==> src/common/bps_pkg.sv <==
// Contract
// - Lock and clear fault within 100 ms
// - Clock-change pulse high 4 to 20 us
// - Bit clock runs at 64 fs
// - Serial data changes on bit clock fall
// - Word clock changes on bit clock fall
// - Serial clocks derive from selected system clock
// - MSB-first I2S, LJ24, RJ24, RJ16 selectable
// - Recovered mode serves 32 to 96 kHz; the 384 and 512 fs ratios fail above about 65 and 48 kHz
// - Decode never needs reference oscillator
// - Separate channel-status and user-bit outputs
// - Serial clocks may run from reference oscillator
// - System clock 128/256/384/512 fs by ratio
// - Source select low recovered, high reference
// - Fault wired to select gives auto switching
// - Reset drives outputs low, fault high
package bps_pkg;

    // ----------------------------------------------------------------
    // Timing
    // ----------------------------------------------------------------
    localparam int CLK_HZ        = 50_000_000;
    localparam int CLK_MHZ       = 50;
    localparam int PULSE_MIN_NS  = 4000;
    localparam int PULSE_MAX_NS  = 20000;
    localparam int PULSE_CYC     = (PULSE_MIN_NS * CLK_MHZ + 999) / 1000;
    localparam int PULSE_MAX_CYC = PULSE_MAX_NS * CLK_MHZ / 1000;
    localparam int MIN_FS_HZ     = 28000;
    localparam int DEF_FS_HZ     = 48000;
    localparam int LOSS_CYC      = 2 * CLK_HZ / MIN_FS_HZ;
    localparam int PERIOD_DEF    = CLK_HZ / DEF_FS_HZ;
    localparam int LOCK_FRAMES   = 8;

    // ----------------------------------------------------------------
    // Framing
    // ----------------------------------------------------------------
    localparam int SAMPLE_W      = 24;
    localparam int SUB_BITS      = 28;
    localparam int PRE_HALVES    = 8;
    localparam int ENTRY_W       = 2 * (SAMPLE_W + 2);
    localparam int MEM_DEPTH     = 4;
    localparam logic [1:0] LATENCY = 2'h3;
    localparam logic [1:0] KIND_B  = 2'h1;
    localparam logic [1:0] KIND_W  = 2'h2;
    localparam logic [5:0] OFF_I2S  = 6'h01;
    localparam logic [5:0] OFF_LJ   = 6'h00;
    localparam logic [5:0] OFF_RJ24 = 6'h08;
    localparam logic [5:0] OFF_RJ16 = 6'h10;
    localparam logic [5:0] WID_24   = 6'h18;
    localparam logic [5:0] WID_16   = 6'h10;

    typedef enum logic [1:0] {BPS_FMT_I2S, BPS_FMT_LJ24, BPS_FMT_RJ24, BPS_FMT_RJ16} bps_fmt_e;

    // ----------------------------------------------------------------
    // Register map
    // ----------------------------------------------------------------
    localparam int         ADDR_W      = 8;
    localparam logic [5:0] REG_CTRL    = 6'h00;
    localparam logic [5:0] REG_STATUS  = 6'h01;
    localparam logic [5:0] REG_IRQ_ST  = 6'h02;
    localparam logic [5:0] REG_IRQ_MSK = 6'h03;
    localparam logic [5:0] REG_PERIOD  = 6'h04;
    localparam logic [1:0] CTRL_RST    = 2'h0;
    localparam int         IRQ_W       = 3;
    localparam int         IRQ_GAIN    = 0;
    localparam int         IRQ_LOST    = 1;
    localparam int         IRQ_CHG     = 2;
    localparam logic [1:0] RESP_OKAY   = 2'h0;
    localparam logic [1:0] RESP_SLVERR = 2'h2;

endpackage

==> src/design/bps_sync.sv <==
`timescale 1ns/100ps
module bps_sync
    import bps_pkg::*;
#(
    parameter int WIDTH = 1
) (
    // Clock and reset
    input  wire logic             aclk,
    input  wire logic             aresetn,
    // Asynchronous in, synchronised out
    input  wire logic [WIDTH-1:0] async_in,
    output logic      [WIDTH-1:0] sync_out
);

    logic [WIDTH-1:0] meta;

    always_ff @(posedge aclk) begin
        if (!aresetn) begin
            meta     <= '0;
            sync_out <= '0;
        end else begin
            meta     <= async_in;
            sync_out <= meta;
        end
    end

endmodule

==> src/design/bps_rx_out.sv <==
// The AXI4-Lite slave port and the register offsets were chosen for this implementation.
`timescale 1ns/100ps
module bps_rx_out
    import bps_pkg::*;
(
    // Clock and reset
    input  wire logic              aclk,
    input  wire logic              aresetn,
    // Pins from outside
    input  wire logic              biphase_in,
    input  wire logic              ref_osc_in,
    input  wire logic              clk_source_sel,
    input  wire logic [1:0]        pll_ratio_sel,
    // Serial audio and status pins
    output logic                   sys_clk_out,
    output logic                   bit_clk_out,
    output logic                   word_clk_out,
    output logic                   serial_data_out,
    output logic                   chan_status_out,
    output logic                   user_bit_out,
    output logic                   lock_fault,
    output logic                   clock_change_pulse,
    output logic                   irq,
    // AXI4-Lite slave
    input  wire logic [ADDR_W-1:0] s_axi_awaddr,
    input  wire logic              s_axi_awvalid,
    output logic                   s_axi_awready,
    input  wire logic [31:0]       s_axi_wdata,
    input  wire logic [3:0]        s_axi_wstrb,
    input  wire logic              s_axi_wvalid,
    output logic                   s_axi_wready,
    output logic [1:0]             s_axi_bresp,
    output logic                   s_axi_bvalid,
    input  wire logic              s_axi_bready,
    input  wire logic [ADDR_W-1:0] s_axi_araddr,
    input  wire logic              s_axi_arvalid,
    output logic                   s_axi_arready,
    output logic [31:0]            s_axi_rdata,
    output logic [1:0]             s_axi_rresp,
    output logic                   s_axi_rvalid,
    input  wire logic              s_axi_rready
);

    // ----------------------------------------------------------------
    // Pin synchronisers
    // ----------------------------------------------------------------
    logic [4:0] pins_s;
    logic       bi_d;
    logic       ref_d;
    wire        bi_s    = pins_s[0];
    wire        ref_s   = pins_s[1];
    wire        src_osc = pins_s[2];
    wire  [1:0] ratio_s = pins_s[4:3];

    bps_sync #(.WIDTH(5)) u_sync (
        .aclk     (aclk),
        .aresetn  (aresetn),
        .async_in ({pll_ratio_sel, clk_source_sel, ref_osc_in, biphase_in}),
        .sync_out (pins_s)
    );

    // ----------------------------------------------------------------
    // Biphase decoder, runs without the reference
    // ----------------------------------------------------------------
    logic [7:0]          iv;
    logic [7:0]          unit_len;
    logic                in_pre;
    logic                first_pre;
    logic                synced;
    logic                pend;
    logic [3:0]          pre_h;
    logic [1:0]          kind;
    logic [4:0]          nbits;
    logic [SUB_BITS-1:0] sr;
    logic                sub_done;
    wire                 bi_edge = bi_s ^ bi_d;
    wire  [9:0]          t2      = {1'b0, iv, 1'b0};
    wire  [9:0]          u3      = {2'h0, unit_len} + {1'b0, unit_len, 1'b0};
    wire  [9:0]          u5      = {2'h0, unit_len} + {unit_len, 2'h0};
    wire  [1:0]          halves  = (t2 < u3) ? 2'h1 : (t2 < u5) ? 2'h2 : 2'h3;
    wire  [3:0]          pre_sum = pre_h + {2'h0, halves};
    wire                 bit_ok  = bi_edge && !in_pre && synced && halves != 2'h3 && nbits < 5'(SUB_BITS);
    wire                 bit_val = (halves == 2'h1);
    wire                 bit_now = bit_ok && (halves == 2'h2 ? !pend : pend);
    logic                loss;
    logic                timeout;

    always_ff @(posedge aclk) begin
        if (!aresetn) begin
            iv       <= 8'h00;
            unit_len <= 8'hFF;
            bi_d     <= 1'b0;
        end else begin
            bi_d <= bi_s;
            if (bi_edge) begin
                iv <= 8'h01;
                if (iv < unit_len)
                    unit_len <= iv;
            end else if (iv != 8'hFF)
                iv <= iv + 8'h01;
            if (timeout)
                unit_len <= 8'hFF;
        end
    end

    always_ff @(posedge aclk) begin
        if (!aresetn) begin
            in_pre    <= 1'b0;
            first_pre <= 1'b0;
            synced    <= 1'b0;
            pend      <= 1'b0;
            pre_h     <= 4'h0;
            kind      <= 2'h0;
            nbits     <= 5'h00;
            sr        <= '0;
            sub_done  <= 1'b0;
        end else begin
            sub_done <= bit_now && nbits == 5'(SUB_BITS - 1);
            if (bi_edge && in_pre) begin
                first_pre <= 1'b0;
                pre_h     <= pre_sum;
                if (first_pre)
                    kind <= halves;
                if (pre_sum >= 4'(PRE_HALVES)) begin
                    in_pre <= 1'b0;
                    synced <= 1'b1;
                    nbits  <= 5'h00;
                    pend   <= 1'b0;
                end
            end else if (bi_edge && halves == 2'h3) begin
                in_pre    <= 1'b1;
                first_pre <= 1'b1;
                pre_h     <= 4'h3;
            end else if (bit_ok) begin
                if (halves == 2'h2 && pend)
                    synced <= 1'b0;
                else if (halves == 2'h1 && !pend)
                    pend <= 1'b1;
                else begin
                    pend  <= 1'b0;
                    sr    <= {bit_val, sr[SUB_BITS-1:1]};
                    nbits <= nbits + 5'h01;
                end
            end
            if (timeout)
                synced <= 1'b0;
        end
    end

    // ----------------------------------------------------------------
    // Frame store, rate measure and lock
    // ----------------------------------------------------------------
    logic [ENTRY_W-1:0]  mem [MEM_DEPTH];
    logic [SAMPLE_W+1:0] left_hold;
    logic [1:0]          wr_ptr;
    logic                frame_evt;
    logic [11:0]         per_cnt;
    logic [11:0]         period;
    logic [2:0]          lock_cnt;
    wire  [SAMPLE_W+1:0] sub_word = {sr[26], sr[25], sr[SAMPLE_W-1:0]};
    wire                 is_right = (kind == KIND_W);
    wire  [1:0]          rd_ptr   = wr_ptr - LATENCY;

    assign timeout = per_cnt > 12'(LOSS_CYC);
    assign loss    = timeout || !synced;

    always_ff @(posedge aclk) begin
        if (sub_done && is_right)
            mem[wr_ptr] <= {left_hold, sub_word};
    end

    always_ff @(posedge aclk) begin
        if (!aresetn) begin
            left_hold <= '0;
            wr_ptr    <= 2'h0;
            frame_evt <= 1'b0;
        end else begin
            frame_evt <= sub_done && is_right;
            if (sub_done && !is_right)
                left_hold <= sub_word;
            if (sub_done && is_right)
                wr_ptr <= wr_ptr + 2'h1;
        end
    end

    always_ff @(posedge aclk) begin
        if (!aresetn) begin
            per_cnt    <= 12'h000;
            period     <= 12'(PERIOD_DEF);
            lock_cnt   <= 3'h0;
            lock_fault <= 1'b1;
        end else begin
            per_cnt <= (frame_evt || timeout) ? 12'h001 : per_cnt + 12'h001;
            if (loss) begin
                lock_cnt   <= 3'h0;
                lock_fault <= 1'b1;
            end else if (frame_evt) begin
                period <= per_cnt;
                if (lock_cnt == 3'(LOCK_FRAMES - 1))
                    lock_fault <= 1'b0;
                else
                    lock_cnt <= lock_cnt + 3'h1;
            end
        end
    end

    // ----------------------------------------------------------------
    // System clock source and ratio
    // ----------------------------------------------------------------
    logic [11:0] acc;
    wire  [11:0] eff_per  = lock_fault ? 12'(PERIOD_DEF) : period;
    wire  [11:0] step     = {1'b0, 3'(ratio_s) + 3'h1, 8'h00};
    wire  [12:0] acc_sum  = {1'b0, acc} + {1'b0, step};
    wire         pll_tick = acc_sum >= {1'b0, eff_per};
    wire         ref_edge = ref_s ^ ref_d;
    wire         sys_tick = src_osc ? ref_edge : pll_tick;

    always_ff @(posedge aclk) begin
        if (!aresetn) begin
            acc   <= 12'h000;
            ref_d <= 1'b0;
        end else begin
            ref_d <= ref_s;
            if (step >= eff_per)
                acc <= 12'h000;
            else
                acc <= pll_tick ? 12'(acc_sum - {1'b0, eff_per}) : acc_sum[11:0];
        end
    end

    // ----------------------------------------------------------------
    // Serial audio output
    // ----------------------------------------------------------------
    logic [1:0]         fmt;
    logic [1:0]         fmt_act;
    logic [2:0]         sedge;
    logic [5:0]         bc;
    logic [ENTRY_W-1:0] out_entry;
    wire                bck_edge = sys_tick && sedge == {ratio_s, 1'b1};
    wire                bck_fall = bck_edge && bit_clk_out;
    wire  [5:0]         nbc      = bc + 6'h01;
    wire  [1:0]         fmt_cur  = (nbc == 6'h00) ? fmt : fmt_act;
    wire  [ENTRY_W-1:0] cur      = (nbc == 6'h00) ? mem[rd_ptr] : out_entry;
    wire                ch       = nbc[5];
    wire  [23:0]        word24   = ch ? cur[SAMPLE_W-1:0] : cur[ENTRY_W-3 -: SAMPLE_W];
    wire  [5:0]         off      = (fmt_cur == BPS_FMT_I2S)  ? OFF_I2S  :
                                   (fmt_cur == BPS_FMT_LJ24) ? OFF_LJ   :
                                   (fmt_cur == BPS_FMT_RJ24) ? OFF_RJ24 : OFF_RJ16;
    wire  [5:0]         wid      = (fmt_cur == BPS_FMT_RJ16) ? WID_16 : WID_24;
    wire  [5:0]         pos      = {1'b0, nbc[4:0]} - off;
    wire                pos_ok   = !pos[5] && pos < wid;
    wire  [4:0]         msb_idx  = 5'd23 - pos[4:0];
    wire                live     = !lock_fault;

    always_ff @(posedge aclk) begin
        if (!aresetn) begin
            sys_clk_out     <= 1'b0;
            bit_clk_out     <= 1'b0;
            word_clk_out    <= 1'b0;
            serial_data_out <= 1'b0;
            chan_status_out <= 1'b0;
            user_bit_out    <= 1'b0;
            sedge           <= 3'h0;
            bc              <= 6'h3F;
            out_entry       <= '0;
            fmt_act         <= CTRL_RST;
        end else if (sys_tick) begin
            sys_clk_out <= ~sys_clk_out;
            sedge       <= bck_edge ? 3'h0 : sedge + 3'h1;
            if (bck_edge)
                bit_clk_out <= ~bit_clk_out;
            if (bck_fall) begin
                bc              <= nbc;
                out_entry       <= cur;
                fmt_act         <= fmt_cur;
                word_clk_out    <= (fmt_cur == BPS_FMT_I2S) ? ch : ~ch;
                serial_data_out <= live && pos_ok && word24[msb_idx];
                chan_status_out <= live && (ch ? cur[SAMPLE_W+1] : cur[ENTRY_W-1]);
                user_bit_out    <= live && (ch ? cur[SAMPLE_W] : cur[ENTRY_W-2]);
            end
        end
    end

    // ----------------------------------------------------------------
    // Clock-change pulse
    // ----------------------------------------------------------------
    logic       src_d;
    logic       lf_d;
    logic [9:0] pulse_cnt;
    wire        chg_evt   = (src_osc != src_d) || (lock_fault != lf_d);
    wire        chg_start = chg_evt && !clock_change_pulse;

    always_ff @(posedge aclk) begin
        if (!aresetn) begin
            src_d              <= 1'b0;
            lf_d               <= 1'b1;
            pulse_cnt          <= 10'h000;
            clock_change_pulse <= 1'b0;
        end else begin
            src_d <= src_osc;
            lf_d  <= lock_fault;
            if (chg_start) begin
                clock_change_pulse <= 1'b1;
                pulse_cnt          <= 10'(PULSE_CYC - 1);
            end else if (pulse_cnt != 10'h000)
                pulse_cnt <= pulse_cnt - 10'h001;
            else
                clock_change_pulse <= 1'b0;
        end
    end

    // ----------------------------------------------------------------
    // Register file and interrupt
    // ----------------------------------------------------------------
    logic [IRQ_W-1:0]  irq_st;
    logic [IRQ_W-1:0]  irq_msk;
    logic              aw_full;
    logic              w_full;
    logic [5:0]        aw_idx;
    logic [31:0]       wdata_h;
    logic              wstrb0_h;
    wire  [IRQ_W-1:0]  irq_set = {chg_start, !lf_d && lock_fault, lf_d && !lock_fault};
    wire               wr_do   = aw_full && w_full && !s_axi_bvalid;
    wire               wr_b0   = wr_do && wstrb0_h;
    wire  [IRQ_W-1:0]  w1c     = (wr_b0 && aw_idx == REG_IRQ_ST) ? wdata_h[IRQ_W-1:0] : '0;
    wire  [5:0]        ar_idx  = s_axi_araddr[7:2];
    wire               ar_hit  = ar_idx <= REG_PERIOD;
    wire               aw_hit  = aw_idx <= REG_PERIOD;
    wire  [31:0]       rd_mux  = (ar_idx == REG_CTRL)    ? {30'h0, fmt} :
                                 (ar_idx == REG_STATUS)  ? {28'h0, ratio_s, src_osc, lock_fault} :
                                 (ar_idx == REG_IRQ_ST)  ? {29'h0, irq_st} :
                                 (ar_idx == REG_IRQ_MSK) ? {29'h0, irq_msk} :
                                 (ar_idx == REG_PERIOD)  ? {20'h0, period} : 32'h0;

    assign s_axi_awready = !aw_full && !s_axi_bvalid;
    assign s_axi_wready  = !w_full && !s_axi_bvalid;
    assign s_axi_arready = !s_axi_rvalid;
    assign irq           = |(irq_st & irq_msk);

    always_ff @(posedge aclk) begin
        if (!aresetn) begin
            aw_full      <= 1'b0;
            w_full       <= 1'b0;
            aw_idx       <= 6'h00;
            wdata_h      <= 32'h0;
            wstrb0_h     <= 1'b0;
            s_axi_bvalid <= 1'b0;
            s_axi_bresp  <= RESP_OKAY;
        end else begin
            if (s_axi_awvalid && s_axi_awready) begin
                aw_full <= 1'b1;
                aw_idx  <= s_axi_awaddr[7:2];
            end
            if (s_axi_wvalid && s_axi_wready) begin
                w_full   <= 1'b1;
                wdata_h  <= s_axi_wdata;
                wstrb0_h <= s_axi_wstrb[0];
            end
            if (wr_do) begin
                aw_full      <= 1'b0;
                w_full       <= 1'b0;
                s_axi_bvalid <= 1'b1;
                s_axi_bresp  <= aw_hit ? RESP_OKAY : RESP_SLVERR;
            end else if (s_axi_bready)
                s_axi_bvalid <= 1'b0;
        end
    end

    always_ff @(posedge aclk) begin
        if (!aresetn) begin
            fmt     <= CTRL_RST;
            irq_msk <= '0;
            irq_st  <= '0;
        end else begin
            if (wr_b0 && aw_idx == REG_CTRL)
                fmt <= wdata_h[1:0];
            if (wr_b0 && aw_idx == REG_IRQ_MSK)
                irq_msk <= wdata_h[IRQ_W-1:0];
            irq_st <= (irq_st & ~w1c) | irq_set;
        end
    end

    always_ff @(posedge aclk) begin
        if (!aresetn) begin
            s_axi_rvalid <= 1'b0;
            s_axi_rdata  <= 32'h0;
            s_axi_rresp  <= RESP_OKAY;
        end else if (s_axi_arvalid && s_axi_arready) begin
            s_axi_rvalid <= 1'b1;
            s_axi_rdata  <= rd_mux;
            s_axi_rresp  <= ar_hit ? RESP_OKAY : RESP_SLVERR;
        end else if (s_axi_rready)
            s_axi_rvalid <= 1'b0;
    end

    // ----------------------------------------------------------------
    // Checks
    // ----------------------------------------------------------------
    logic [9:0] pw;

    always_ff @(posedge aclk) begin
        if (!aresetn)
            pw <= 10'h000;
        else
            pw <= clock_change_pulse ? ((pw != 10'h3FF) ? pw + 10'h001 : pw) : 10'h000;
    end

    chk_reset_levels: assert property (@(posedge aclk) !aresetn |=> (lock_fault && !sys_clk_out && !bit_clk_out && !word_clk_out && !serial_data_out && !clock_change_pulse)) else $error("outputs wrong in reset");
    chk_pulse_width: assert property (@(posedge aclk) disable iff (!aresetn) $fell(clock_change_pulse) |-> (pw >= 10'(PULSE_CYC) && pw <= 10'(PULSE_MAX_CYC))) else $error("clock change pulse width");
    chk_word_edge: assert property (@(posedge aclk) disable iff (!aresetn) $changed(word_clk_out) |-> $fell(bit_clk_out)) else $error("word clock not on bit clock fall");
    chk_data_edge: assert property (@(posedge aclk) disable iff (!aresetn) $changed(serial_data_out) |-> $fell(bit_clk_out)) else $error("data not on bit clock fall");
    chk_word_period: assert property (@(posedge aclk) disable iff (!aresetn) $changed(word_clk_out) |-> bc[4:0] == 5'h00) else $error("word clock not every 32 bits");
    chk_bck_sync: assert property (@(posedge aclk) disable iff (!aresetn) $changed(bit_clk_out) |-> $changed(sys_clk_out)) else $error("bit clock not on system clock edge");
    chk_lock_release: assert property (@(posedge aclk) disable iff (!aresetn) (frame_evt && !loss && lock_cnt == 3'(LOCK_FRAMES - 1)) |=> !lock_fault) else $error("lock fault not released");
    chk_osc_follow: assert property (@(posedge aclk) disable iff (!aresetn) (src_osc && ref_edge) |=> $changed(sys_clk_out)) else $error("system clock ignores reference");

endmodule

==> config.mk <==
export PLATFORM = sky130hd
export DESIGN_NAME = bps_rx_out
export DESIGN_NICKNAME = d
export VERILOG_FILES = /design/src/common/bps_pkg.sv /design/src/design/bps_sync.sv /design/src/design/bps_rx_out.sv
export SDC_FILE = /design/constraint.sdc
export NUM_CORES = 1
export LEC_CHECK = 0
export BUFFER_PORTS_ARGS = -buffer_cell sky130_fd_sc_hd__buf_2
export CAP_MARGIN = 5
export CORE_MARGIN = 2
export CORE_UTILIZATION = 35
export CTS_BUF_LIST = sky130_fd_sc_hd__clkbuf_16
export DETAILED_ROUTE_END_ITERATION = 10
export PLACE_DENSITY = 0.5
export REMOVE_ABC_BUFFERS = 1
export SYNTH_ARGS = -nofsm -noshare
export SYNTH_HDL_FRONTEND = slang
export SYNTH_SLANG_ARGS = --single-unit
==> constraint.sdc <==
create_clock -name aclk -period 4.7 [get_ports aclk]
set_input_delay 0.47 -clock aclk [delete_from_list [all_inputs] [get_ports aclk]]
set_output_delay 0.47 -clock aclk [all_outputs]
set_load 0.1 [all_outputs]
### Yosys cells after proc, flatten, opt, wreduce, memory -nomap -nowiden

Memory sizes are Yosys's and may differ from the RTL's.
Index checks and enable logic that the tools add are counted.
W data, S select, Z words.

* add/subtract/negate cells: 17
* reduce and logical (&&, ||, !) cells: 81
* order comparisons: 12
* bitwise logic cells: 16
* eq/ne operators: 25
* mux-type cells: 61

Operators with widths (number)
* $mux W12: 7
* $mux W52: 1
* $mux W5: 9
* $logic_and A1 B1 Y1: 33
* $mux W1: 31
* $eq A6 B2 Y1 const B: 4
* $mux W24: 1
* $lt A9 B10 Y1: 2
* $logic_not A6 Y1: 3
* $mux W8: 2
* $reduce_and A2 Y1: 8
* $reduce_or A2 Y1: 8
* $reduce_bool A2 Y1: 7
* $add A12 B11 Y13: 1
* $ge A13 B12 Y1: 1
* $add A12 B1 Y12 const B: 1
* $ge A11 B12 Y1: 1
* $gt A12 B12 Y1 const B: 1
* $le A6 B3 Y1 const B: 2
* $logic_not A1 Y1: 12
* $mux W4: 3
* $sub A12 B12 Y12: 1
* $add A8 B10 Y10: 1
* $add A8 B9 Y10: 1
* other kinds (41): 71

* memory bits (writable): 208
* output and inout bits: 50
* logic and storage cells: 266
* input bits: 64
* flip-flop bits (word level): 281
* memories kept: 1

Memories
* mem: depth 4, width 52, read ports 1, clocked after Yosys merged registers in 0, wr ports 1, RTL line bps_rx_out.sv:153 `logic [ENTRY_W-1:0] mem [MEM_DEPTH];`

### Longest topological paths before layout

Gate-level depths: netlist of run 1.

* depth in word-level cells: 12
* gate-level depth with buffers: 24
* mapped depth without buffers: 24

### Cells and area by module

From an unflattened synthesis of run 1, not the netlist that was laid out.

* cell total of the unflattened synthesis: 1800
* area total of the unflattened synthesis: 20399.6 sq um

Modules (own cells, without submodules)
* bps_rx_out: instances 1, cells each 1780, area each 20136.8 sq um, sequential area each 11230.8 sq um
* bps_sync: instances 1, cells each 20, area each 262.8 sq um, sequential area each 200.2 sq um

### Worst setup path before layout of run 1

Ideal clock, no wire load.

* kind: reg2reg
* from: register unit_len[1]
* to: register nbits[2]
* path slack: 0.637 ns
* stages on the path, launching flop included: 23
* path buffers: 0
* arrival time: 3.948 ns
* setup time: 0.115 ns
* period minus slack after synthesis: 4.063 ns
* cell sequence: dfxtp_1 -> ha_1 -> a31o_2 -> a21oi_1 -> o21ai_0 -> a21oi_1 -> o21ai_0 -> a21oi_1 -> xnor2_1 -> ha_1 -> a31oi_4 -> nor3_2 -> inv_1 -> nor2_1 -> inv_1 -> ha_1 -> a21oi_1 -> nor2b_1 -> xnor2_1 -> nand2b_1 -> nand2_1 -> a211oi_1 -> a31o_1

RTL lines
* start: declaration: RTL line bps_rx_out.sv:66 `logic [7:0] unit_len;`
* start signal: assignment: RTL line bps_rx_out.sv:98 `unit_len <= iv;`
* $add A8 B9 Y10: RTL line bps_rx_out.sv:78 `wire [9:0] u3 = {2'h0, unit_len} + {1'b0, unit_len, 1'b0};`
* $lt A9 B10 Y1: RTL line bps_rx_out.sv:80 `wire [1:0] halves = (t2 < u3) ? 2'h1 : (t2 < u5) ? 2'h2 : 2'h3;`
* $mux W2: RTL line bps_rx_out.sv:80
* named net halves[1]: RTL line bps_rx_out.sv:80
* $eq A2 B1 Y1
* named net bit_val: RTL line bps_rx_out.sv:83 `wire bit_val = (halves == 2'h1);`
* $logic_and A1 B1 Y1: RTL line bps_rx_out.sv:137 `else if (halves == 2'h1 && !pend)`
* $ne A2 B2 Y1 (no source line)
* $reduce_and A5 Y1 (no source line)
* end signal: assignment: RTL line bps_rx_out.sv:142 `nbits <= nbits + 5'h01;`
* end: declaration: RTL line bps_rx_out.sv:73 `logic [4:0] nbits;`

The timed path passes the listed nets, and every way through them passes these cells.
A chain may end at the register's enable or synchronous reset.

### Final worst setup path of run 1

Ends and elaborated chain as after synthesis.

==> impl_results.html, run 1 <==
<table>
<tr><th>Metric</th><th>Value</th></tr>
<tr><th colspan="2">Run status</th></tr>
<tr><td>Run status</td><td>completed</td></tr>
<tr><th colspan="2">Power</th></tr>
<tr><td>Static Leak</td><td>~0.0084 uW</td></tr>
<tr><td>Power consumption</td><td>between 9000 and 10000 uW</td></tr>
<tr><td>Peak supply drop</td><td>~310 uV</td></tr>
<tr><td>Power density normalized to cell area</td><td>approximately 430 nW/um2</td></tr>
<tr><th colspan="2">Layout</th></tr>
<tr><td>Number of antenna diodes</td><td>0</td></tr>
<tr><td>Fill cell instance count of the final layout</td><td>5638</td></tr>
<tr><td>Area added between synthesis and finish</td><td>12.9%</td></tr>
<tr><td>Most frequent standard cell in the layout excluding fill and tap cells</td><td>dfxtp_1</td></tr>
<tr><td>Total Nets Final</td><td>2006</td></tr>
<tr><td>Area of the multi-input gates</td><td>between 8000 and 9000 um2</td></tr>
<tr><td>Most frequent cells in the layout</td><td>dfxtp_1 (256), nand2_1 (215), edfxtp_1 (208), nor2_1 (144), nand3_1 (87)</td></tr>
<tr><td>Sequential cell area</td><td>11400 um2</td></tr>
<tr><td>Fraction of final layout cells with drive strength greater than 1</td><td>between 15 and 20%</td></tr>
<tr><th colspan="2">Routing</th></tr>
<tr><td>Total via count after detailed routing</td><td>13500</td></tr>
<tr><td>Wl on met1</td><td>around 22000 um</td></tr>
<tr><td>DRC errors left</td><td>0</td></tr>
<tr><td>Amount of wire on met3 after detailed routing</td><td>between 1500 and 2000 um</td></tr>
<tr><td>Number of optimization iterations in the first detailed-route pass</td><td>5</td></tr>
<tr><td>Drt via density</td><td>~5</td></tr>
<tr><td>Total routed wirelength</td><td>around 47000 um</td></tr>
<tr><td>Top layer reached by signal wires</td><td>met4</td></tr>
<tr><td>DRC marker count from the first detailed-route iteration</td><td>684</td></tr>
<tr><td>Antenna Nets Post-Route</td><td>0</td></tr>
<tr><td>Met2 Wirelength</td><td>between 20000 and 25000 um</td></tr>
<tr><td>Detailed-route wire length per cell</td><td>17.5 um</td></tr>
<tr><th colspan="2">Synthesis</th></tr>
<tr><td>Number of warnings reported in the yosys synthesis log</td><td>0</td></tr>
<tr><td>Count of distinct cell types in the synthesized netlist</td><td>87</td></tr>
<tr><td>Area fraction of the dominant cell type after synthesis</td><td>a little under a third</td></tr>
<tr><td>Most area-consuming cells after synthesis</td><td>edfxtp_1 (30%), dfxtp_1 (25%), mux4_2 (5.9%)</td></tr>
<tr><td>Largest area contributor in the synthesized netlist</td><td>edfxtp_1</td></tr>
<tr><td>Post-synthesis sequential area ratio</td><td>a little under three fifths</td></tr>
<tr><td>Most common flop cell mapped by yosys</td><td>dfxtp_1</td></tr>
<tr><td>Post-Syn Area</td><td>between 20000 and 25000 um2</td></tr>
<tr><td>Count of flip-flops with a built-in enable after synthesis</td><td>~210</td></tr>
<tr><td>Number of storage elements in the synthesis netlist</td><td>about 470</td></tr>
<tr><td>Instance count of the mapped netlist</td><td>1816</td></tr>
<tr><td>Mean Syn Cell Area</td><td>approximately 11 um2</td></tr>
<tr><td>Async S/R FF share, synth</td><td>0%</td></tr>
<tr><th colspan="2">Hold path</th></tr>
<tr><td>Hold WC Path Type</td><td>input pin to register</td></tr>
<tr><th colspan="2">STA</th></tr>
<tr><td>Layout Skew</td><td>around 37 ps</td></tr>
<tr><td>Number of setup violations in the final report</td><td>0</td></tr>
<tr><td>RSZ-0062 raised after global routing</td><td>false</td></tr>
<tr><td>Final period util</td><td>90.5%</td></tr>
<tr><td>Worst Tran Pin Value</td><td>~1100 ps</td></tr>
<tr><td>Sum of negative setup slack</td><td>0 ps</td></tr>
<tr><td>Maximum achievable frequency</td><td>roughly 240 MHz</td></tr>
<tr><td>Slew HR</td><td>about 25%</td></tr>
<tr><td>Hold Violations, Final</td><td>0</td></tr>
<tr><td>Post-layout min period</td><td>~4300 ps</td></tr>
<tr><td>Final Max Tran Viols</td><td>0</td></tr>
<tr><th colspan="2">Worst setup path</th></tr>
<tr><td>Maximum fanout count along the critical path</td><td>between 60 and 70</td></tr>
<tr><td>Critical path required time</td><td>a little over 5000 ps</td></tr>
<tr><td>WP data arrival</td><td>around 4700 ps</td></tr>
<tr><td>Startpoint Class</td><td>register</td></tr>
<tr><td>Worst Path Class, Setup</td><td>register to register</td></tr>
<tr><td>Worst Setup End Kind</td><td>register</td></tr>
<tr><th colspan="2">Global routing</th></tr>
<tr><td>Global-route wire length before repair</td><td>approximately 75000 um</td></tr>
<tr><td>Leftover overflow at the end of global routing</td><td>0</td></tr>
<tr><td>Vias in the first global route</td><td>around 13000</td></tr>
<tr><td>Maximum number of pins on one net before global-route repair</td><td>roughly 150</td></tr>
<tr><td>Global-route total usage across every layer</td><td>15.5%</td></tr>
<tr><td>Antenna violations before repair</td><td>0</td></tr>
<tr><th colspan="2">CTS</th></tr>
<tr><td>H-tree depth</td><td>2</td></tr>
<tr><td>Clock buffer count from CTS</td><td>51</td></tr>
<tr><td>Number of buffers added for setup after CTS</td><td>0</td></tr>
<tr><td>Total number of clock tree sinks</td><td>about 470</td></tr>
<tr><td>TritonCTS clock tree</td><td>yes</td></tr>
<tr><td>Post-CTS clock slew at the launch and capture registers of the worst setup and hold paths</td><td>60 ps</td></tr>
<tr><td>Clk Latency, worst-skew pair</td><td>roughly 620 ps</td></tr>
<tr><td>Number of buffers on the longest clock path</td><td>3</td></tr>
<tr><td>Hold buffer count at CTS</td><td>0</td></tr>
<tr><td>Buffer type at the clock tree root</td><td>clkbuf_16</td></tr>
<tr><th colspan="2">Floorplan</th></tr>
<tr><td>Number of primary I/O pins</td><td>roughly 110</td></tr>
<tr><td>Die width</td><td>about 250 um</td></tr>
<tr><td>Overall die area</td><td>61300 um2</td></tr>
<tr><td>Row count</td><td>89</td></tr>
<tr><td>Vert. Die Dim</td><td>248 um</td></tr>
<tr><td>Area of the core</td><td>between 50000 and 60000 um2</td></tr>
<tr><td>Starting density of the core</td><td>35.3%</td></tr>
<tr><th colspan="2">Job</th></tr>
<tr><td>Count of max-cap constraint violations</td><td>0</td></tr>
<tr><th colspan="2">Placed design</th></tr>
<tr><td>Count of buffers inserted at the top-level ports</td><td>55</td></tr>
<tr><td>Final HPWL DP</td><td>29200 um</td></tr>
<tr><td>Weighted congestion at the end of routability-driven global placement</td><td>0.788</td></tr>
</table>
[cell families (layout without fill, tap and decap cells)]
logic type,count (synthesis),after routing,share of synthesized area [%]
AND/OR/NAND/NOR,587,587,13.6
buffers and inverters,172,237,4.03
XOR/XNOR,59,59,2.52
flip-flops,467,467,55.0
adder cells (fa/ha/maj),82,82,5.12
multiplexers,124,124,9.23
other,1,22,0.0181
AO/OA/AOI/OAI,324,324,10.5
[path summary, 6_finish.rpt]
path / from / end / slack [ps] / cells past startpoint
hold reg to reg: u_sync.meta[4]$_SDFF_PN0_ / u_sync.sync_out[4]$_SDFF_PN0_ / 440 / 1
hold / removal: s_axi_rready / s_axi_rvalid$_SDFFE_PN0P_ / 40 / 2
setup / recovery: unit_len[1]$_SDFFE_PP1P_ / nbits[2]$_SDFFE_PN0P_ / 450 / 21
setup reg to reg: unit_len[1]$_SDFFE_PP1P_ / nbits[2]$_SDFFE_PN0P_ / 450 / 21
[registers in the layout, summed over array words and instances (netlist names), 10 cells and up]
signal	flops
out_entry	52
period	12
mem	208
pulse_cnt	10
sr	28
s_axi_rdata	12
per_cnt	12
acc	12
left_hold	26
[per-layer routing]
metal / vias up / GRT usage, %
met2: 219 / 25.8
met4: 0 / 5.11
met1: 6556 / 20.7
met5: - / 0
met3: 70 / 2.22
li1: 6627 / -
[Yosys cell counts (5+ instances only)]
| cell type | n |
|---|---|
| clkbuf_1 | 57 |
| o21ai_1 | 36 |
| o21ai_0 | 48 |
| dfxtp_1 | 259 |
| mux2i_1 | 69 |
| nor3b_1 | 7 |
| a211oi_1 | 10 |
| a21oi_1 | 84 |
| a21o_1 | 20 |
| inv_1 | 58 |
| buf_6 | 6 |
| nor2b_1 | 10 |
| nand3_1 | 87 |
| nor2_1 | 144 |
| xnor2_1 | 40 |
| buf_4 | 28 |
| a22oi_1 | 15 |
| xor2_1 | 18 |
| buf_2 | 17 |
| a31oi_1 | 12 |
| mux4_2 | 54 |
| edfxtp_1 | 208 |
| and3_1 | 13 |
| and2_1 | 20 |
| nand3_2 | 27 |
| nor4_1 | 6 |
| o211ai_1 | 9 |
| fa_1 | 5 |
| nor3_1 | 13 |
| ha_1 | 77 |
| o31ai_1 | 5 |
| or3_1 | 6 |
| o21ai_2 | 32 |
| nand2b_1 | 11 |
| nand2_1 | 215 |
[metrics by stage]
stage	setup WS (ps)	hold slack, ps	instance area, um2	util [%]	std cells
6_report	448	38.4	23400	39.9	2675
5_1_grt	44.8	32.4	23400	39.9	2675
4_1_cts	254	4.81	23400	39.9	2675
3_5_place_dp	322	425	21800	37.0	2580
3_3_place_gp	323	418	21800	37.0	2580
2_1_floorplan	-1830	412	20200	-	1723
[repair_timing]
item | 4_1_cts | 5_1_grt
endpoints found under the hold margin | 0 | 0
endpoints found under the setup margin | 0 | 4
gates resized for setup | 0 | 3
[cell type report]
class / instances / area share [%]
Tap cell: 773 / 4.13
Clock buffer: 53 / 5.66
Timing Repair Buffer: 84 / 2.41
Sequential cell: 467 / 48.8
Multi-Input combinational cell: 1198 / 36.7
Inverter: 58 / 0.934
Clock inverter: 42 / 1.40
[report_power, final]
part	leakage (uW)	total, uW	internal, uW	switching [uW]
Combinational	0.00382	1640	620	1020
Sequential	0.00378	4410	4320	91.0
Clock	0.000852	3930	2220	1710
Total	0.00845	9980	7160	2820
[critical path: stages (launching register included)]
cell,delay (ps)
dfxtp_2,420
inv_1,120
fa_1,440
nor2b_1,130
o21ai_1,90
a21oi_1,220
o21ai_2,90
nand2_1,80
xnor2_1,60
ha_1,210
a2111oi_4,280
o21ai_2,120
a31oi_4,210
nor3_2,70
inv_1,100
nor2_1,70
buf_4,160
ha_1,220
a2111oi_4,260
buf_12,420
a211oi_2,130
a31o_1,200
(Power assumes the default switching activity.)
==> run 2, diff against run 1 <==
--- a/config.mk
+++ b/config.mk
@@ -11,7 +11,7 @@
 export CORE_UTILIZATION = 35
 export CTS_BUF_LIST = sky130_fd_sc_hd__clkbuf_16
 export DETAILED_ROUTE_END_ITERATION = 10
-export PLACE_DENSITY = 0.5
+export PLACE_DENSITY = 0.52
 export REMOVE_ABC_BUFFERS = 1
 export SYNTH_ARGS = -nofsm -noshare
 export SYNTH_HDL_FRONTEND = slang
==> constraint.sdc (replaced) <==
create_clock -name aclk -period 4.7 [get_ports aclk]
set_input_delay 0.47 -clock aclk [delete_from_list [all_inputs] [get_ports aclk]]
set_output_delay 0.47 -clock aclk [all_outputs]
set_load 0.02 [all_outputs]
==> impl_results.html, run 2 (synthesized netlist as in run 1, its figures left out) <==
<table>
<tr><th>Metric</th><th>Value</th></tr>
<tr><th colspan="2">Run status</th></tr>
<tr><td>Run status</td><td>completed</td></tr>
<tr><th colspan="2">Global routing</th></tr>
<tr><td>Global-route wire length before repair</td><td>72800 um (-2.6%)</td></tr>
<tr><td>Maximum number of pins on one net before global-route repair</td><td>96 (-37%)</td></tr>
<tr><td>Vias in the first global route</td><td>13300 (+0.24%)</td></tr>
<tr><td>Global-route total usage across every layer</td><td>14.9% (-0.58 points)</td></tr>
<tr><td>Antenna violations before repair</td><td>1 (+1)</td></tr>
<tr><td>Met1 demand-to-capacity share in global routing</td><td>19.2% (-1.5 points)</td></tr>
<tr><td>Leftover overflow at the end of global routing</td><td>0 (unchanged)</td></tr>
<tr><td>M2 GR Usage</td><td>25.7% (-0.19 points)</td></tr>
<tr><td>Met3 Usage GRT</td><td>2.68% (+0.46 points)</td></tr>
<tr><td>Most Used Layer, Global Route</td><td>met2</td></tr>
<tr><th colspan="2">Routing</th></tr>
<tr><td>DRC errors left</td><td>0 (unchanged)</td></tr>
<tr><td>Antenna Nets Post-Route</td><td>0 (unchanged)</td></tr>
<tr><td>Drt via density</td><td>5.03 (about the same)</td></tr>
<tr><td>Total via count after detailed routing</td><td>13400 (-0.27%)</td></tr>
<tr><td>Number of optimization iterations in the first detailed-route pass</td><td>4 (-1)</td></tr>
<tr><td>Total routed wirelength</td><td>45200 um (-3.2%)</td></tr>
<tr><td>Detailed-route wire length per cell</td><td>16.9 um (-3.0%)</td></tr>
<tr><td>DRC marker count from the first detailed-route iteration</td><td>547 (-20%)</td></tr>
<tr><th colspan="2">Worst setup path</th></tr>
<tr><td>Worst Path Class, Setup</td><td>register to register</td></tr>
<tr><td>Maximum fanout count along the critical path</td><td>64 (unchanged)</td></tr>
<tr><td>Launching point of the worst reg2reg path</td><td>unit_len[2]$_SDFFE_PP1P_</td></tr>
<tr><td>Depth of the most critical reg-to-reg path</td><td>21 (unchanged)</td></tr>
<tr><td>Setup slack of the most critical reg-to-reg path</td><td>390 ps (-60 ps)</td></tr>
<tr><td>Startpoint Class</td><td>register</td></tr>
<tr><td>Worst Setup End Kind</td><td>register</td></tr>
<tr><td>WP data arrival</td><td>4800 ps (+60 ps)</td></tr>
<tr><td>Worst flop-to-flop path endpoint</td><td>nbits[2]$_SDFFE_PN0P_</td></tr>
<tr><td>Critical path required time</td><td>5190 ps (about the same)</td></tr>
<tr><th colspan="2">STA</th></tr>
<tr><td>Final period util</td><td>91.7% (+1.2 points)</td></tr>
<tr><td>Post-layout min period</td><td>4310 ps (+57.9 ps)</td></tr>
<tr><td>RSZ-0062 raised after global routing</td><td>false</td></tr>
<tr><td>Smallest setup slack after layout</td><td>390 ps (-57.9 ps)</td></tr>
<tr><td>Final Max Tran Viols</td><td>0 (unchanged)</td></tr>
<tr><td>Worst Tran Pin Value</td><td>1200 ps (+79.8 ps)</td></tr>
<tr><td>Hold Violations, Final</td><td>0 (unchanged)</td></tr>
<tr><td>Number of setup violations in the final report</td><td>0 (unchanged)</td></tr>
<tr><td>Slew HR</td><td>20.2% (-5.3 points)</td></tr>
<tr><td>Layout Skew</td><td>12.5 ps (-24.2 ps)</td></tr>
<tr><td>Maximum achievable frequency</td><td>232 MHz (-1.3%)</td></tr>
<tr><th colspan="2">Power</th></tr>
<tr><td>Reported net switching power</td><td>2590 uW (-8.2%)</td></tr>
<tr><td>Power density normalized to cell area</td><td>414 nW/um2 (-2.8%)</td></tr>
<tr><td>Static Leak</td><td>0.00838 uW (-0.85%)</td></tr>
<tr><td>Peak supply drop</td><td>307 uV (-1.7%)</td></tr>
<tr><td>Share of power burned in the clock network</td><td>38.7% (-0.6 points)</td></tr>
<tr><td>Cell-internal power</td><td>7050 uW (-1.6%)</td></tr>
<tr><td>Proportion of total power due to net switching</td><td>26.8% (-1.4 points)</td></tr>
<tr><td>Power consumption</td><td>9630 uW (-3.5%)</td></tr>
<tr><td>Portion of total power attributed to sequential cells</td><td>45.8% (+1.6 points)</td></tr>
<tr><td>Relative contribution of combinational cells to total power</td><td>15.4% (-1.0 points)</td></tr>
<tr><th colspan="2">Layout</th></tr>
<tr><td>Number of flip-flops under the largest register name</td><td>208 (unchanged)</td></tr>
<tr><td>Fraction of final layout cells with drive strength greater than 1</td><td>15.4% (-0.54 points)</td></tr>
<tr><td>Most frequent cells in the layout</td><td>dfxtp_1 (257), nand2_1 (215), edfxtp_1 (208), nor2_1 (144), nand3_1 (87)</td></tr>
<tr><td>Most frequent standard cell in the layout excluding fill and tap cells</td><td>dfxtp_1</td></tr>
<tr><td>Total Nets Final</td><td>2002 (-0.20%)</td></tr>
<tr><td>Largest registers</td><td>mem x208, out_entry x52, sr x28</td></tr>
<tr><td>Area added between synthesis and finish</td><td>12.1%</td></tr>
<tr><td>Number of antenna diodes</td><td>0 (unchanged)</td></tr>
<tr><td>Largest register by flop count</td><td>mem</td></tr>
<tr><td>Fill cell instance count of the final layout</td><td>5645 (+0.12%)</td></tr>
<tr><th colspan="2">Hold path</th></tr>
<tr><td>Hold WC Path Type</td><td>input pin to register</td></tr>
<tr><td>End of the worst hold path</td><td>s_axi_rvalid$_SDFFE_PN0P_</td></tr>
<tr><td>Hold path cells</td><td>2 (unchanged)</td></tr>
<tr><td>Hold Crit Start</td><td>s_axi_rready</td></tr>
<tr><th colspan="2">CTS</th></tr>
<tr><td>Clk Latency, worst-skew pair</td><td>590 ps (-30 ps)</td></tr>
<tr><td>Post-CTS clock slew at the launch and capture registers of the worst setup and hold paths</td><td>60 ps (about the same)</td></tr>
<tr><td>Hold buffer count at CTS</td><td>0 (unchanged)</td></tr>
<tr><td>H-tree depth</td><td>2 (unchanged)</td></tr>
<tr><td>Buffer type at the clock tree root</td><td>clkbuf_16</td></tr>
<tr><td>Clock buffer count from CTS</td><td>49 (-3.9%)</td></tr>
<tr><td>TritonCTS clock tree</td><td>yes</td></tr>
<tr><td>Number of buffers on the longest clock path</td><td>3 (unchanged)</td></tr>
<tr><td>Number of buffers added for setup after CTS</td><td>0 (unchanged)</td></tr>
<tr><td>Total number of clock tree sinks</td><td>467 (unchanged)</td></tr>
<tr><th colspan="2">Floorplan</th></tr>
<tr><td>Number of primary I/O pins</td><td>114 (unchanged)</td></tr>
<tr><td>Area of the core</td><td>58800 um2 (unchanged)</td></tr>
<tr><td>Vert. Die Dim</td><td>248 um (unchanged)</td></tr>
<tr><td>Overall die area</td><td>61300 um2 (unchanged)</td></tr>
<tr><td>Row count</td><td>89 (unchanged)</td></tr>
<tr><td>Die width</td><td>248 um (unchanged)</td></tr>
<tr><td>Starting density of the core</td><td>35.3% (unchanged)</td></tr>
<tr><th colspan="2">Placed design</th></tr>
<tr><td>Worst slack at placement</td><td>331 ps (+9.59 ps)</td></tr>
<tr><td>Final HPWL DP</td><td>28400 um (-2.9%)</td></tr>
<tr><td>Weighted congestion at the end of routability-driven global placement</td><td>0.803 (+1.8%)</td></tr>
<tr><td>Count of buffers inserted at the top-level ports</td><td>55 (unchanged)</td></tr>
<tr><th colspan="2">Job</th></tr>
<tr><td>Count of max-cap constraint violations</td><td>0 (unchanged)</td></tr>
</table>
[run 2: worst max-delay path: stages (launching register included)]
cell,delay [ps]
dfxtp_1,450
inv_1,130
fa_1,470
nor2b_1,140
o21ai_1,90
a21oi_1,220
o21ai_2,100
nand2_1,80
xnor2_1,60
ha_1,230
a2111oi_4,290
o21ai_2,130
a31oi_4,210
nor3_2,70
inv_1,90
nor2_1,70
buf_4,130
ha_1,220
a2111oi_4,270
buf_12,400
a211oi_1,150
a31o_1,190
[run 2: final cells by class]
cell class / count / area, um2 / share of cell area, %
Clock buffer: 49 / 1230 / 5.26
Clock inverter: 43 / 313 / 1.34
Inverter: 58 / 219 / 0.940
Multi-Input combinational cell: 1198 / 8590 / 36.9
Sequential cell: 467 / 11400 / 49.1
Tap cell: 773 / 967 / 4.15
Timing Repair Buffer: 82 / 534 / 2.29
[run 2: layer usage]
| layer | wire length (um) | share of wire, % | up-vias |
|---|---|---|---|
| met5 | 16 | 0.035 | - |
| met2 | 21700 | 48 | 209 |
| met3 | 1750 | 3.9 | 63 |
| li1 | - | - | 6603 |
| met4 | 909 | 2.0 | 2 |
| met1 | 20800 | 46 | 6559 |
[run 2: through the flow]
stage                     TNS (ps)  hold WS, ps  instance area (um2)  util [%]  cells
final                            0         58.1                23300      39.6   2670
after global routing             0         43.7                23300      39.6   2670
after CTS                        0         20.2                23300      39.6   2670
after detailed placement         0          424                21700      37.0   2578
after global placement           0          419                21700      37.0   2578
after floorplan             -62430          412                20200         -   1723
[run 2: worst max path at each step]
stage | startpoint | to | cells past startpoint
after floorplan | unit_len[2]$_SDFFE_PP1P_ | nbits[2]$_SDFFE_PN0P_ | 15
after global placement | unit_len[1]$_SDFFE_PP1P_ | nbits[2]$_SDFFE_PN0P_ | 21
after detailed placement | unit_len[2]$_SDFFE_PP1P_ | nbits[2]$_SDFFE_PN0P_ | 18
after CTS | unit_len[2]$_SDFFE_PP1P_ | nbits[2]$_SDFFE_PN0P_ | 18
after global routing | unit_len[2]$_SDFFE_PP1P_ | nbits[2]$_SDFFE_PN0P_ | 22
final | unit_len[2]$_SDFFE_PP1P_ | nbits[2]$_SDFFE_PN0P_ | 21
[run 2: power by group through the flow]
stage               clock [uW]  combinational (uW)  sequential (uW)
global placement             0                1470             4500
detailed placement           0                1490             4500
CTS                       3860                1500             4410
finish                    3730                1490             4410
global route              4020                1680             4430
floorplan                    0                1130             4490
[run 2: repair_timing]
item | 4_1_cts | 5_1_grt
gates resized for setup | 0 | 1
endpoints found under the setup margin | 0 | 1
hold endpoints to repair | 0 | 0
